[config.mk]
export PLATFORM = sky130hd
export DESIGN_NAME = tmc_top
export DESIGN_NICKNAME = d
export VERILOG_FILES = /design/src/logic/tmc_pkg.sv /design/src/logic/tmc_timer13.sv /design/src/logic/tmc_top.sv
export SDC_FILE = /design/constraint.sdc
export NUM_CORES = 1
export LEC_CHECK = 0
export ABC_AREA = 0
export ABC_CLOCK_PERIOD_IN_PS = 3000
export BUFFER_PORTS_ARGS = -buffer_cell sky130_fd_sc_hd__buf_2
export CAP_MARGIN = 20
export CORE_ASPECT_RATIO = 1.4
export CORE_MARGIN = 3
export CORE_UTILIZATION = 50
export CTS_BUF_LIST = sky130_fd_sc_hd__clkbuf_16
export DETAILED_ROUTE_END_ITERATION = 8
export HOLD_SLACK_MARGIN = 0.02
export PLACE_DENSITY = 0.87
export SYNTH_ARGS = -nofsm -noshare
export SYNTH_HDL_FRONTEND = slang
export SYNTH_SLANG_ARGS = --single-unit
[constraint.sdc]
create_clock -name CLK -period 3 [get_ports CLK]
set_input_delay 0.6 -clock CLK [delete_from_list [all_inputs] [get_ports CLK]]
set_output_delay 0.6 -clock CLK [all_outputs]
set_load 0.05 [all_outputs]
[src/logic/tmc_pkg.sv]
// Shared constants for the timer 0/1 mode 0 and clock select block
package tmc_pkg;
  // Register indices; byte address is four times the index
  localparam logic [7:0] IDX_RUN_FLAG   = 8'h88;
  localparam logic [7:0] IDX_MODE       = 8'h89;
  localparam logic [7:0] IDX_T0_LOW     = 8'h8A;
  localparam logic [7:0] IDX_T1_LOW     = 8'h8B;
  localparam logic [7:0] IDX_T0_HIGH    = 8'h8C;
  localparam logic [7:0] IDX_T1_HIGH    = 8'h8D;
  localparam logic [7:0] IDX_CLK_CTRL   = 8'h8E;
  localparam logic [7:0] IDX_IRQ_CONFIG = 8'h8F;
  localparam logic [7:0] IDX_IRQ_ENABLE = 8'h90;
  localparam logic [7:0] RESET_BYTE     = 8'h00;

  // timer_clock_control fields
  localparam int CK_T3H = 7;
  localparam int CK_T3L = 6;
  localparam int CK_T2H = 5;
  localparam int CK_T2L = 4;
  localparam int CK_T1  = 3;
  localparam int CK_T0  = 2;
  localparam logic [1:0] PRE_DIV12 = 2'h0;
  localparam logic [1:0] PRE_DIV4  = 2'h1;
  localparam logic [1:0] PRE_DIV48 = 2'h2;
  localparam logic [1:0] PRE_EXT8  = 2'h3;

  // timer_run_flag_reg fields
  localparam int RF_FLAG1 = 7;
  localparam int RF_RUN1  = 6;
  localparam int RF_FLAG0 = 5;
  localparam int RF_RUN0  = 4;

  // timer_mode_reg fields, timer 1 sits 4 bits above timer 0
  localparam int MD_T1_BASE = 4;
  localparam int MD_CNT_SEL = 2;
  localparam int MD_GATE    = 3;
  localparam logic [1:0] MODE_13BIT = 2'h0;

  // Prescaler counts, 13-bit count maximum and APB address width
  localparam logic [5:0] PRE_WRAP      = 6'h2F;
  localparam logic [5:0] PRE_D12_MOD   = 6'h0C;
  localparam logic [5:0] PRE_D12_LAST  = 6'h0B;
  localparam logic [1:0] PRE_D4_LAST   = 2'h3;
  localparam logic [2:0] EXT_DIV_LAST  = 3'h7;
  localparam logic [12:0] COUNT13_MAX  = 13'h1FFF;
  localparam int ADDR_W = 12;
endpackage

[src/logic/tmc_timer13.sv]
// One 13-bit counter/timer with its count pin edge detector
`timescale 1ns/1ns
`default_nettype none
module tmc_timer13 (
  input  wire logic       clk,
  input  wire logic       rst,
  input  wire logic       tick,
  input  wire logic       count_select,
  input  wire logic       count_pin,
  input  wire logic       run_en,
  input  wire logic       wr_low,
  input  wire logic       wr_high,
  input  wire logic [7:0] wdata,
  output logic      [7:0] low_byte,
  output logic      [7:0] high_byte,
  output logic            ovf
);
  typedef struct packed {
    logic       pin_s1;
    logic       pin_s2;
    logic       pin_prev;
    logic [7:0] low;
    logic [7:0] high;
    logic       ovf;
  } tmc_t13_t;

  tmc_t13_t st;
  tmc_t13_t next_st;
  logic        fall;
  logic        inc;
  logic [12:0] count;
  logic [12:0] next_count;

  assign count = {st.high, st.low[4:0]};
  assign fall  = st.pin_prev & ~st.pin_s2;
  assign inc   = run_en & (count_select ? fall : tick);
  assign next_count = count + 13'h0001;

  always_comb begin
    next_st          = st;
    next_st.pin_s1   = count_pin;
    next_st.pin_s2   = st.pin_s1;
    next_st.pin_prev = st.pin_s2;
    next_st.ovf      = 1'b0;
    if (inc) begin
      // Top three low bits are left alone; they carry no count
      next_st.low[4:0] = next_count[4:0];
      next_st.high     = next_count[12:5];
      next_st.ovf      = (count == tmc_pkg::COUNT13_MAX);
    end
    // Software load wins over a same-cycle increment; no clear on run
    if (wr_low) begin
      next_st.low = wdata;
      next_st.ovf = 1'b0;
    end
    if (wr_high) begin
      next_st.high = wdata;
      next_st.ovf  = 1'b0;
    end
  end

  always_ff @(posedge clk or posedge rst) begin
    if (rst) begin
      st <= '0;
    end else begin
      st <= next_st;
    end
  end

  assign low_byte  = st.low;
  assign high_byte = st.high;
  assign ovf       = st.ovf;
endmodule
`default_nettype wire

[src/logic/tmc_top.sv]
// Timer 0/1 13-bit mode, shared prescaler and timer clock selects
`timescale 1ns/1ns
`default_nettype none
module tmc_top (
  input  wire logic        CLK,
  input  wire logic        RST,
  input  wire logic        PSEL,
  input  wire logic        PENABLE,
  input  wire logic        PWRITE,
  input  wire logic [11:0] PADDR,
  input  wire logic [31:0] PWDATA,
  output logic      [31:0] PRDATA,
  output logic             PREADY,
  output logic             PSLVERR,
  input  wire logic        EXT_OSC,
  input  wire logic        TMR0_COUNT_PIN,
  input  wire logic        TMR1_COUNT_PIN,
  input  wire logic        EXT_IRQ_IN_A,
  input  wire logic        EXT_IRQ_IN_B,
  input  wire logic        TMR0_IRQ_ACK,
  input  wire logic        TMR1_IRQ_ACK,
  input  wire logic        TMR2_EXT_SOURCE_SEL,
  input  wire logic        TMR3_EXT_SOURCE_SEL,
  input  wire logic        TMR2_SPLIT,
  input  wire logic        TMR3_SPLIT,
  output logic             TMR0_IRQ,
  output logic             TMR1_IRQ,
  output logic             TMR2_LOW_TICK,
  output logic             TMR2_HIGH_TICK,
  output logic             TMR3_LOW_TICK,
  output logic             TMR3_HIGH_TICK
);
  typedef struct packed {
    logic [7:0]  clk_ctrl;
    logic [7:0]  mode;
    logic        run0;
    logic        run1;
    logic        flag0;
    logic        flag1;
    logic [1:0]  polarity;
    logic [1:0]  irq_en;
    logic [5:0]  pre_cnt;
    logic        osc_s1;
    logic        osc_s2;
    logic        osc_prev;
    logic [2:0]  osc_cnt;
    logic        ext_tick;
    logic        div12_tick;
    logic        pre_tick;
    logic        t2l;
    logic        t2h;
    logic        t3l;
    logic        t3h;
    logic        irq0;
    logic        irq1;
    logic [31:0] prdata;
    logic        pready;
    logic        pslverr;
  } tmc_top_t;

  tmc_top_t st;
  tmc_top_t next_st;

  logic [7:0] idx;
  logic       mapped;
  logic       acc;
  logic       wr;
  logic [7:0] wbyte;
  logic [7:0] rd_byte;
  logic [7:0] t0_low;
  logic [7:0] t0_high;
  logic [7:0] t1_low;
  logic [7:0] t1_high;
  logic       t0_ovf;
  logic       t1_ovf;
  logic       tick0;
  logic       tick1;
  logic       run_en0;
  logic       run_en1;
  logic       gate_in0;
  logic       gate_in1;
  logic [3:0] md0;
  logic [3:0] md1;
  logic       wr_t0l;
  logic       wr_t0h;
  logic       wr_t1l;
  logic       wr_t1h;
  logic       wr_rf;
  logic       src2;
  logic       src3;

  // APB decode: word aligned, index in address bits 9..2
  assign idx    = PADDR[9:2];
  assign mapped = (PADDR[1:0] == 2'h0) && (PADDR[11:10] == 2'h0) &&
                  (idx >= tmc_pkg::IDX_RUN_FLAG) && (idx <= tmc_pkg::IDX_IRQ_ENABLE);
  assign acc    = PSEL & PENABLE & st.pready;
  assign wr     = acc & PWRITE & mapped;
  assign wbyte  = PWDATA[7:0];
  assign wr_t0l = wr && idx == tmc_pkg::IDX_T0_LOW;
  assign wr_t0h = wr && idx == tmc_pkg::IDX_T0_HIGH;
  assign wr_t1l = wr && idx == tmc_pkg::IDX_T1_LOW;
  assign wr_t1h = wr && idx == tmc_pkg::IDX_T1_HIGH;
  assign wr_rf  = wr && idx == tmc_pkg::IDX_RUN_FLAG;

  // Per-timer mode nibbles
  assign md0 = st.mode[3:0];
  assign md1 = st.mode[tmc_pkg::MD_T1_BASE +: 4];

  // Gate input active level follows its polarity bit, 1 = high
  assign gate_in0 = st.polarity[0] ? EXT_IRQ_IN_A : ~EXT_IRQ_IN_A;
  assign gate_in1 = st.polarity[1] ? EXT_IRQ_IN_B : ~EXT_IRQ_IN_B;
  // Only mode 0 counts here; other modes hold the count
  assign run_en0 = st.run0 && md0[1:0] == tmc_pkg::MODE_13BIT &&
                   (!md0[tmc_pkg::MD_GATE] || gate_in0);
  assign run_en1 = st.run1 && md1[1:0] == tmc_pkg::MODE_13BIT &&
                   (!md1[tmc_pkg::MD_GATE] || gate_in1);

  // Timer tick: sysclk every cycle or the shared prescaled pulse
  assign tick0 = st.clk_ctrl[tmc_pkg::CK_T0] | st.pre_tick;
  assign tick1 = st.clk_ctrl[tmc_pkg::CK_T1] | st.pre_tick;

  // Timer 2/3 own source: 0 = sysclk/12, 1 = external/8
  assign src2 = TMR2_EXT_SOURCE_SEL ? st.ext_tick : st.div12_tick;
  assign src3 = TMR3_EXT_SOURCE_SEL ? st.ext_tick : st.div12_tick;

  tmc_timer13 u_tmr0 (
    .clk          (CLK),
    .rst          (RST),
    .tick         (tick0),
    .count_select (md0[tmc_pkg::MD_CNT_SEL]),
    .count_pin    (TMR0_COUNT_PIN),
    .run_en       (run_en0),
    .wr_low       (wr_t0l),
    .wr_high      (wr_t0h),
    .wdata        (wbyte),
    .low_byte     (t0_low),
    .high_byte    (t0_high),
    .ovf          (t0_ovf)
  );

  tmc_timer13 u_tmr1 (
    .clk          (CLK),
    .rst          (RST),
    .tick         (tick1),
    .count_select (md1[tmc_pkg::MD_CNT_SEL]),
    .count_pin    (TMR1_COUNT_PIN),
    .run_en       (run_en1),
    .wr_low       (wr_t1l),
    .wr_high      (wr_t1h),
    .wdata        (wbyte),
    .low_byte     (t1_low),
    .high_byte    (t1_high),
    .ovf          (t1_ovf)
  );

  // Read mux
  always_comb begin
    case (idx)
      tmc_pkg::IDX_RUN_FLAG:   rd_byte = {st.flag1, st.run1, st.flag0, st.run0, 4'h0};
      tmc_pkg::IDX_MODE:       rd_byte = st.mode;
      tmc_pkg::IDX_T0_LOW:     rd_byte = t0_low;
      tmc_pkg::IDX_T1_LOW:     rd_byte = t1_low;
      tmc_pkg::IDX_T0_HIGH:    rd_byte = t0_high;
      tmc_pkg::IDX_T1_HIGH:    rd_byte = t1_high;
      tmc_pkg::IDX_CLK_CTRL:   rd_byte = st.clk_ctrl;
      tmc_pkg::IDX_IRQ_CONFIG: rd_byte = {6'h00, st.polarity};
      tmc_pkg::IDX_IRQ_ENABLE: rd_byte = {6'h00, st.irq_en};
      default:                 rd_byte = 8'h00;
    endcase
  end

  always_comb begin
    next_st = st;

    // Shared prescaler counter, wraps every 48 cycles
    next_st.pre_cnt = (st.pre_cnt == tmc_pkg::PRE_WRAP) ? 6'h00 : st.pre_cnt + 6'h01;
    next_st.div12_tick = (st.pre_cnt % tmc_pkg::PRE_D12_MOD) == tmc_pkg::PRE_D12_LAST;

    // External oscillator: two-flop sync, rising edges divided by 8
    next_st.osc_s1   = EXT_OSC;
    next_st.osc_s2   = st.osc_s1;
    next_st.osc_prev = st.osc_s2;
    next_st.ext_tick = 1'b0;
    if (st.osc_s2 && !st.osc_prev) begin
      next_st.osc_cnt  = st.osc_cnt + 3'h1;
      next_st.ext_tick = (st.osc_cnt == tmc_pkg::EXT_DIV_LAST);
    end

    case (st.clk_ctrl[1:0])
      tmc_pkg::PRE_DIV12: next_st.pre_tick = next_st.div12_tick;
      tmc_pkg::PRE_DIV4:  next_st.pre_tick = st.pre_cnt[1:0] == tmc_pkg::PRE_D4_LAST;
      tmc_pkg::PRE_DIV48: next_st.pre_tick = st.pre_cnt == tmc_pkg::PRE_WRAP;
      tmc_pkg::PRE_EXT8:  next_st.pre_tick = st.ext_tick;
      default:            next_st.pre_tick = 1'b0;
    endcase

    // Timer 2/3 clock enables; high bytes tick in split mode only
    next_st.t2l = st.clk_ctrl[tmc_pkg::CK_T2L] | src2;
    next_st.t2h = TMR2_SPLIT & (st.clk_ctrl[tmc_pkg::CK_T2H] | src2);
    next_st.t3l = st.clk_ctrl[tmc_pkg::CK_T3L] | src3;
    next_st.t3h = TMR3_SPLIT & (st.clk_ctrl[tmc_pkg::CK_T3H] | src3);

    // Register writes
    if (wr) begin
      case (idx)
        tmc_pkg::IDX_MODE:       next_st.mode = wbyte;
        tmc_pkg::IDX_CLK_CTRL:   next_st.clk_ctrl = wbyte;
        tmc_pkg::IDX_IRQ_CONFIG: next_st.polarity = wbyte[1:0];
        tmc_pkg::IDX_IRQ_ENABLE: next_st.irq_en = wbyte[1:0];
        default:                 next_st.mode = st.mode;
      endcase
    end
    if (wr_rf) begin
      next_st.run0  = wbyte[tmc_pkg::RF_RUN0];
      next_st.run1  = wbyte[tmc_pkg::RF_RUN1];
      next_st.flag0 = wbyte[tmc_pkg::RF_FLAG0];
      next_st.flag1 = wbyte[tmc_pkg::RF_FLAG1];
    end
    if (TMR0_IRQ_ACK) begin
      next_st.flag0 = 1'b0;
    end
    if (TMR1_IRQ_ACK) begin
      next_st.flag1 = 1'b0;
    end
    // Overflow set beats any same-cycle clear
    if (t0_ovf) begin
      next_st.flag0 = 1'b1;
    end
    if (t1_ovf) begin
      next_st.flag1 = 1'b1;
    end
    next_st.irq0 = st.flag0 & st.irq_en[0];
    next_st.irq1 = st.flag1 & st.irq_en[1];

    // APB: data prepared in setup so the access phase has no wait
    next_st.pready  = PSEL & ~PENABLE;
    next_st.pslverr = PSEL & ~PENABLE & ~mapped;
    next_st.prdata  = (PSEL && !PENABLE && !PWRITE && mapped) ? {24'h000000, rd_byte} : 32'h00000000;
  end

  always_ff @(posedge CLK or posedge RST) begin
    if (RST) begin
      st <= '0;
    end else begin
      st <= next_st;
    end
  end

  assign PRDATA         = st.prdata;
  assign PREADY         = st.pready;
  assign PSLVERR        = st.pslverr;
  assign TMR0_IRQ       = st.irq0;
  assign TMR1_IRQ       = st.irq1;
  assign TMR2_LOW_TICK  = st.t2l;
  assign TMR2_HIGH_TICK = st.t2h;
  assign TMR3_LOW_TICK  = st.t3l;
  assign TMR3_HIGH_TICK = st.t3h;
endmodule
`default_nettype wire

# [After elaboration in Yosys (flattened, before gate mapping)]
# Index checks and enable logic that the tools add are counted.
[classes] addsub=4 n_mul=0 div=1 order_cmp=2 n_eq_ne=18 shifts=0 mux=24 bitwise_logic=26 reduce_logical=38
[ops] cell="== test 8 bit, second input constant" n=9
[ops] cell="one-hot mux 8 bit (9 select lines)" n=1
[ops] cell="2-to-1 mux 14 bit" n=2
[ops] cell="adder 13 x 1 -> 13 bit, second input constant" n=2
[ops] cell="== test 13 bit, second input constant" n=2
[ops] cell="2-to-1 mux 9 bit" n=2
[ops] cell="logical AND 1 bit" n=16
[ops] cell="AND 1 bit" n=14
[ops] cell="2-to-1 mux 1 bit" n=13
[ops] cell="zero test 2 bit" n=5
[ops] cell="2-to-1 mux 5 bit" n=2
[ops] cell="greater-or-equal comparator 8 bit, second input constant" n=1
[ops] cell="less-or-equal comparator 8 bit, second input constant" n=1
[ops] cell="2-to-1 mux 8 bit" n=1
[ops] cell="AND reduction 2 bit" n=4
[ops] cell="nonzero test 2 bit" n=4
[ops] cell="adder 6 x 1 -> 6 bit, second input constant" n=1
[ops] cell="== test 2 bit, second input constant" n=3
[ops] cell="== test 6 x 4 -> 1 bit, second input constant" n=1
[ops] cell="== test 6 bit, second input constant" n=1
[ops] cell="modulo 6 x 4 -> 6 bit, second input constant" n=1
[ops] cell="2-to-1 mux 6 bit" n=1
[ops] cell="inverter 1 bit" n=6
[ops] cell="OR 1 bit" n=6
[ops] cell="8 further kinds" n=14
[word_totals] ff_bits=95 latch_bits=0 ramBits=0 mem_bits_ro=0 in_bits=60 output_inout_bits=40 elab_cells=152 n_memories=0

# [Longest topological paths before layout]
[depth] word_depth=9 ltp_mapped=8 mapped_depth_nobuf=6

# [By module]
# From an unflattened synthesis, not the netlist that was laid out.
[unflattened] hier_cells=522 hier_area_um2=5467.7
[by_module_without_submodules] mod="tmc_top" n_inst=1 cells_each=284 area_each_um2=3085.5 seq_area_each_um2=1376.3
[by_module_without_submodules] mod="tmc_timer13" n_inst=2 cells_each=119 area_each_um2=1191.1 seq_area_each_um2=500.5

# [Worst setup path after synthesis]
# Ideal clock, no wire load.
[synth_path] path_type="input port to flip-flop" startpoint="input port PADDR[1]" endpoint="register u_tmr1.st, in the netlist u_tmr1.high_byte[0]" setup_time_ps=124 arrival_time_ps=2441 t_required_ps=2876 setup_slack_ps=435 stages=8 n_path_buf=3 path_cell_list="or4_4 > buf_6 > or4_1 > or3_1 > buf_6 > buf_8 > nor2_2 > a21oi_2"
[synth_between] elab_chain_cells=7
[synth_lines] element="start: declaration" line="tmc_top.sv:10" source="input wire logic [11:0] PADDR,"
[synth_lines] element="zero test 2 bit *" line="tmc_top.sv:94" source="assign mapped = (PADDR[1:0] == 2'h0) && (PADDR[11:10] == 2'h0) &&"
[synth_lines] element="logical AND 1 bit * (2 in series)" line="tmc_top.sv:94"
[synth_lines] element="logical AND 1 bit *" line="tmc_top.sv:95" source="(idx >= tmc_pkg::IDX_RUN_FLAG) && (idx <= tmc_pkg::IDX_IRQ_ENABLE);"
[synth_lines] element="AND 1 bit *" line="tmc_top.sv:97" source="assign wr = acc & PWRITE & mapped;"
[synth_lines] element="logical AND 1 bit *" line="tmc_top.sv:102" source="assign wr_t1h = wr && idx == tmc_pkg::IDX_T1_HIGH;"
[synth_lines] element="2-to-1 mux 9 bit or nonzero test 2 bit (tied branches)"
[synth_lines] element="end signal: assignment" line="tmc_timer13.sv:66" source="st <= next_st;"
[synth_lines] element="end: declaration" line="tmc_timer13.sv:27" source="tmc_t13_t st;"
# Mark *: on every way between the ends. The rest lies on a longest branch, timed or not.
# A chain may end at the register's enable or synchronous reset.

# [Worst setup path after layout]
[layout_path] startpoint="input port PADDR[1]" endpoint="register u_tmr1.st, in the netlist u_tmr1.high_byte[7]"
# The elaborated chain is that of the path after synthesis.

==> results summary <==
The detailed-route wire length per cell came out at 17.7 um. The level count of the clock H-tree is 3. The final layout net count came out at 577. Setup violations remaining at the end of the flow were counted as 0.

The critical path data required time came out at 3.21 ns. The initial detailed-routing violation count came out at between 200 and 300. TritonCTS built the clock tree. The routability congestion estimate from global placement is 0.976. The clock insertion delay at the later pin of the skew report is 0.35 ns. The proportion of synthesized area in mux cells is 13.0%. The area of the die came out at 11100 um^2. The worst voltage drop across the vdd grid came out at 365 uV. The share of final-layout standard cells stronger than drive strength 1 is 23.1%.

The maximum fanout encountered on the critical timing path is 16. The final standard cell utilization of the core is 57.5%. The clock buffer count from CTS came out at 9. The sum of negative setup slack came out at 0 ns. The leakage dissipation is 2.69 nW. The leading cell type in the layout, fill and taps excluded is dfrtp_1. After synthesis the netlist holds a flip-flop and latch count of 95. Across the routed clock network, the largest skew measured is 0.00643 ns. The final cycle utilization of the critical path is 82.2%. The sequential area share after synthesis came out at 48.1%. The met1 layer wirelength in the final routing came out at 4200 um. The floorplan has 42 rows.

The number of enable-type register cells in the synthesized netlist came out at 0. The count of hold buffers inserted by post-cts repair came out at 0. In the routed design, unresolved DRC markers number 0. The area fraction in compound gates after synthesis came out at 8.43%. The critical path in this run is classified as primary input to flop.

The number of gates resized after cts came out at 0. The clock network burns about two fifths of the power. The first detailed-routing pass took 5 iterations. Counting the fill cells in the layout gives 774. The number of global-route vias before repair is 3783.

The cell sitting at the root of the clock tree is a clkbuf_16. Summed over all nets, wire length on met3 after detailed routing comes to approximately 830 um. The buffers inserted during post-CTS setup optimization is 0. The arithmetic-cell share of the synthesized area counting full adders, half adders and majority gates is 1.52%. In the layout the commonest cells are 95 x dfrtp_1, 51 x buf_2, 38 x nor2_1. The count of mapped cells out of synthesis came out at around 460. For this block, the routed nets add up to between 10000 and 15000 um of wire. Summing the areas of all xor and xnor instances in the mapped netlist gives 5.49% of the synthesized area.

The clock-pin slew of the registers on the worst-case setup and hold paths came out at 0.07 ns. Static timing analysis puts the maximum clock frequency at 406 MHz. Cell internal power was estimated by the tool at 2.02 mW.

Dividing the detail-routed via count by the number of cells gives 5.75. The placed wire-length estimate after detailed placement is 8200 um. Global routing finished with a remaining overflow of 0. The buffer and inverter count on the worst path came out at 1.

The worst setup path is captured at a flop. The top routing layer in use is met4. The combinational family with the most area after synthesis is simple AND/OR/NAND/NOR gates.

Max-cap violations in this run came to 0. The total track usage came out at 21.7%. The arrival time at the worst endpoint came out at approximately 2.7 ns. The design draws 2.70 mW. Broken down by cell family, the worst path's largest delay share belongs to simple AND/OR/NAND/NOR gates. The worst setup path is launched from a primary input. The TritonCTS sink count is 95.

The height of the chip came out at 124 um. The main flop type after synthesis is dfrtp_1. The part of the total power dissipated in combinational logic is approximately a tenth. The mean instance size in the synthesized netlist is 10.7 um^2. The slowest cell on the critical path is or3_1. The net switching component of the power is 0.680 mW. The power density over cell area came out at between 400 and 500 nW/um^2. The core footprint is 9560 um^2. The switching fraction of total power is 25.1%. The number of warnings printed during yosys synthesis is 0. The worst hold path class is primary input to async pin.

The actual transition at the worst max-transition pin came out at between 0.7 and 0.8 ns. The delay of the slowest critical-path stage is 0.60 ns. The horizontal extent of the die is 90.0 um. The detailed route wirelength on metal2 came out at 5850 um. The run finished with clean final reports. The final-report hold violation count is 0. The signal on the critical path passes through buf_2 > or4_4 > or4_1 > or3_1 > nor2_1 > a21oi_1. The area growth from synthesis to final layout came out at 11.4%. The effective utilization at floorplan is approximately 52%.

The first global-routing pass estimated 18800 um of wire. The number of antenna cells inserted came out at 0. The relative slew slack came out at roughly half. Entering global routing, the biggest net connects a little over 50 pins. The worst path needs 2.46 ns of the cycle, external delays included. The sequential fraction of design power is 49.3%.

After Yosys synthesis, and, or, nand and nor cells account for 16.2% of the synthesized area. Setup repair after global routing left no endpoint under its margin. The total number of vias came out at 3720. The netlist area before placement is 4940 um^2. The antenna violation net count after detailed routing is 0. The number of antenna violations at the first check in global routing is 0. The async set-or-reset flop fraction in the synthesized netlist came out at 100%. The number of ports placed on the die boundary is 100. In this run the deepest clock path goes through 2 buffers. Input and output buffers added on the ports amount to 51.

The max-slew violation count is 0. The netlist uses 51 different library cells.
==> registers in the layout, summed over array words and instances (netlist names), 2 cells and up <==
register and flops:
u_tmr0.high_byte 8, u_tmr1.high_byte 8, md0 4, u_tmr0.next_st 2, next_st 2, u_tmr0.low_byte 8
PRDATA 8, md1 4, u_tmr1.next_st 2, u_tmr1.low_byte 8, st 29
==> worst paths after layout <==
kind                                         startpoint                         endpoint  slack, ns  cells past startpoint
setup reg to reg                       PREADY$_DFF_PP0_  u_tmr1.high_byte[7]$_DFFE_PP0P_       0.99                      5
max in group asynchronous                           RST               st[60]$_DFFE_PP0P_       2.09                      3
setup / recovery                               PADDR[1]  u_tmr1.high_byte[7]$_DFFE_PP0P_       0.54                      6
min in group CLK           u_tmr0.next_st[18]$_DFF_PP0_     u_tmr0.next_st[17]$_DFF_PP0_       0.35                      0
hold reg to reg            u_tmr0.next_st[18]$_DFF_PP0_     u_tmr0.next_st[17]$_DFF_PP0_       0.35                      0
hold / removal                                      RST            next_st[46]$_DFF_PP0_       0.24                      2
==> power groups by stage <==
stage | Clock [mW] | Sequential, mW | Combinational [mW]
2_1_floorplan | 0 | 1.37 | 0.181
3_3_place_gp | 0 | 1.35 | 0.241
3_5_place_dp | 0 | 1.36 | 0.253
4_1_cts | 1.14 | 1.33 | 0.255
5_1_grt | 1.19 | 1.34 | 0.275
6_report | 1.12 | 1.33 | 0.252
==> synth_stat cells, types with 2 or more instances <==
cell type | n | area (um^2)
xor2_1 | 26 | 228
a22oi_1 | 2 | 15.0
nand2b_1 | 6 | 37.5
and4_1 | 2 | 17.5
a211oi_1 | 4 | 30.0
inv_1 | 8 | 30.0
nor2b_1 | 9 | 56.3
a21o_1 | 2 | 15.0
a21oi_2 | 2 | 17.5
buf_4 | 32 | 240
xnor2_1 | 5 | 43.8
nand2_1 | 22 | 82.6
nor3b_1 | 3 | 22.5
nor2_1 | 38 | 143
nand3_1 | 22 | 110
or3_1 | 4 | 25.0
buf_6 | 2 | 22.5
mux4_2 | 3 | 67.6
nor2_2 | 2 | 12.5
nand4_1 | 13 | 81.3
buf_1 | 2 | 7.51
and2_1 | 8 | 50.1
nor3_1 | 6 | 30.0
a21oi_1 | 27 | 135
buf_2 | 2 | 10.0
o211ai_1 | 2 | 15.0
a221oi_1 | 4 | 35.0
o21bai_1 | 3 | 22.5
ha_1 | 6 | 75.1
mux2i_1 | 19 | 190
o31a_1 | 2 | 17.5
clkbuf_1 | 8 | 30.0
o21ai_0 | 12 | 60.1
dfrtp_1 | 95 | 2380
and3_1 | 11 | 68.8
mux2_2 | 34 | 383
==> worst reg2reg max path, delay by kind of cell, from the launching register on <==
| family | cells | cell delay (ns) |
|---|---|---|
| AO/OA/AOI/OAI | 1 | 0.05 |
| flip-flops | 1 | 0.34 |
| AND/OR/NAND/NOR | 4 | 1.47 |
==> stage by stage <==
stage | hold WS [ns] | area (um^2) | setup slack (ns) | cells
6_report | 0.244 | 5500 | 0.535 | 647
5_1_grt | 0.266 | 5500 | 0.465 | 647
4_1_cts | 0.255 | 5500 | 0.541 | 647
3_5_place_dp | 0.336 | 5220 | 0.195 | 632
3_3_place_gp | 0.332 | 5220 | 0.221 | 632
2_1_floorplan | 0.331 | 5030 | 0.435 | 486
==> per-layer routing <==
layer,vias to the layer above,global-route usage (%)
met2,192,38.8
met4,0,12.2
met3,45,5.02
li1,1683,-
met1,1800,24.0
met5,-,0
==> kinds of logic after synthesis <==
group | Yosys count
XOR/XNOR | 31
AO/OA/AOI/OAI | 66
buffers and inverters | 55
flip-flops | 95
other | 1
adder cells (fa/ha/maj) | 6
AND/OR/NAND/NOR | 153
multiplexers | 56
==> cell type report <==
type | instances | area, um^2 | share of cell area [%]
tap | 132 | 165 | 3.00
clock buffer | 9 | 225 | 4.09
sequential | 95 | 2380 | 43.2
timing repair buffer | 61 | 343 | 6.23
clock inverter | 6 | 63.8 | 1.16
inverter | 8 | 33.8 | 0.614
multi-input combinational | 336 | 2300 | 41.7
No activity file was read; power rests on OpenSTA's default activity.
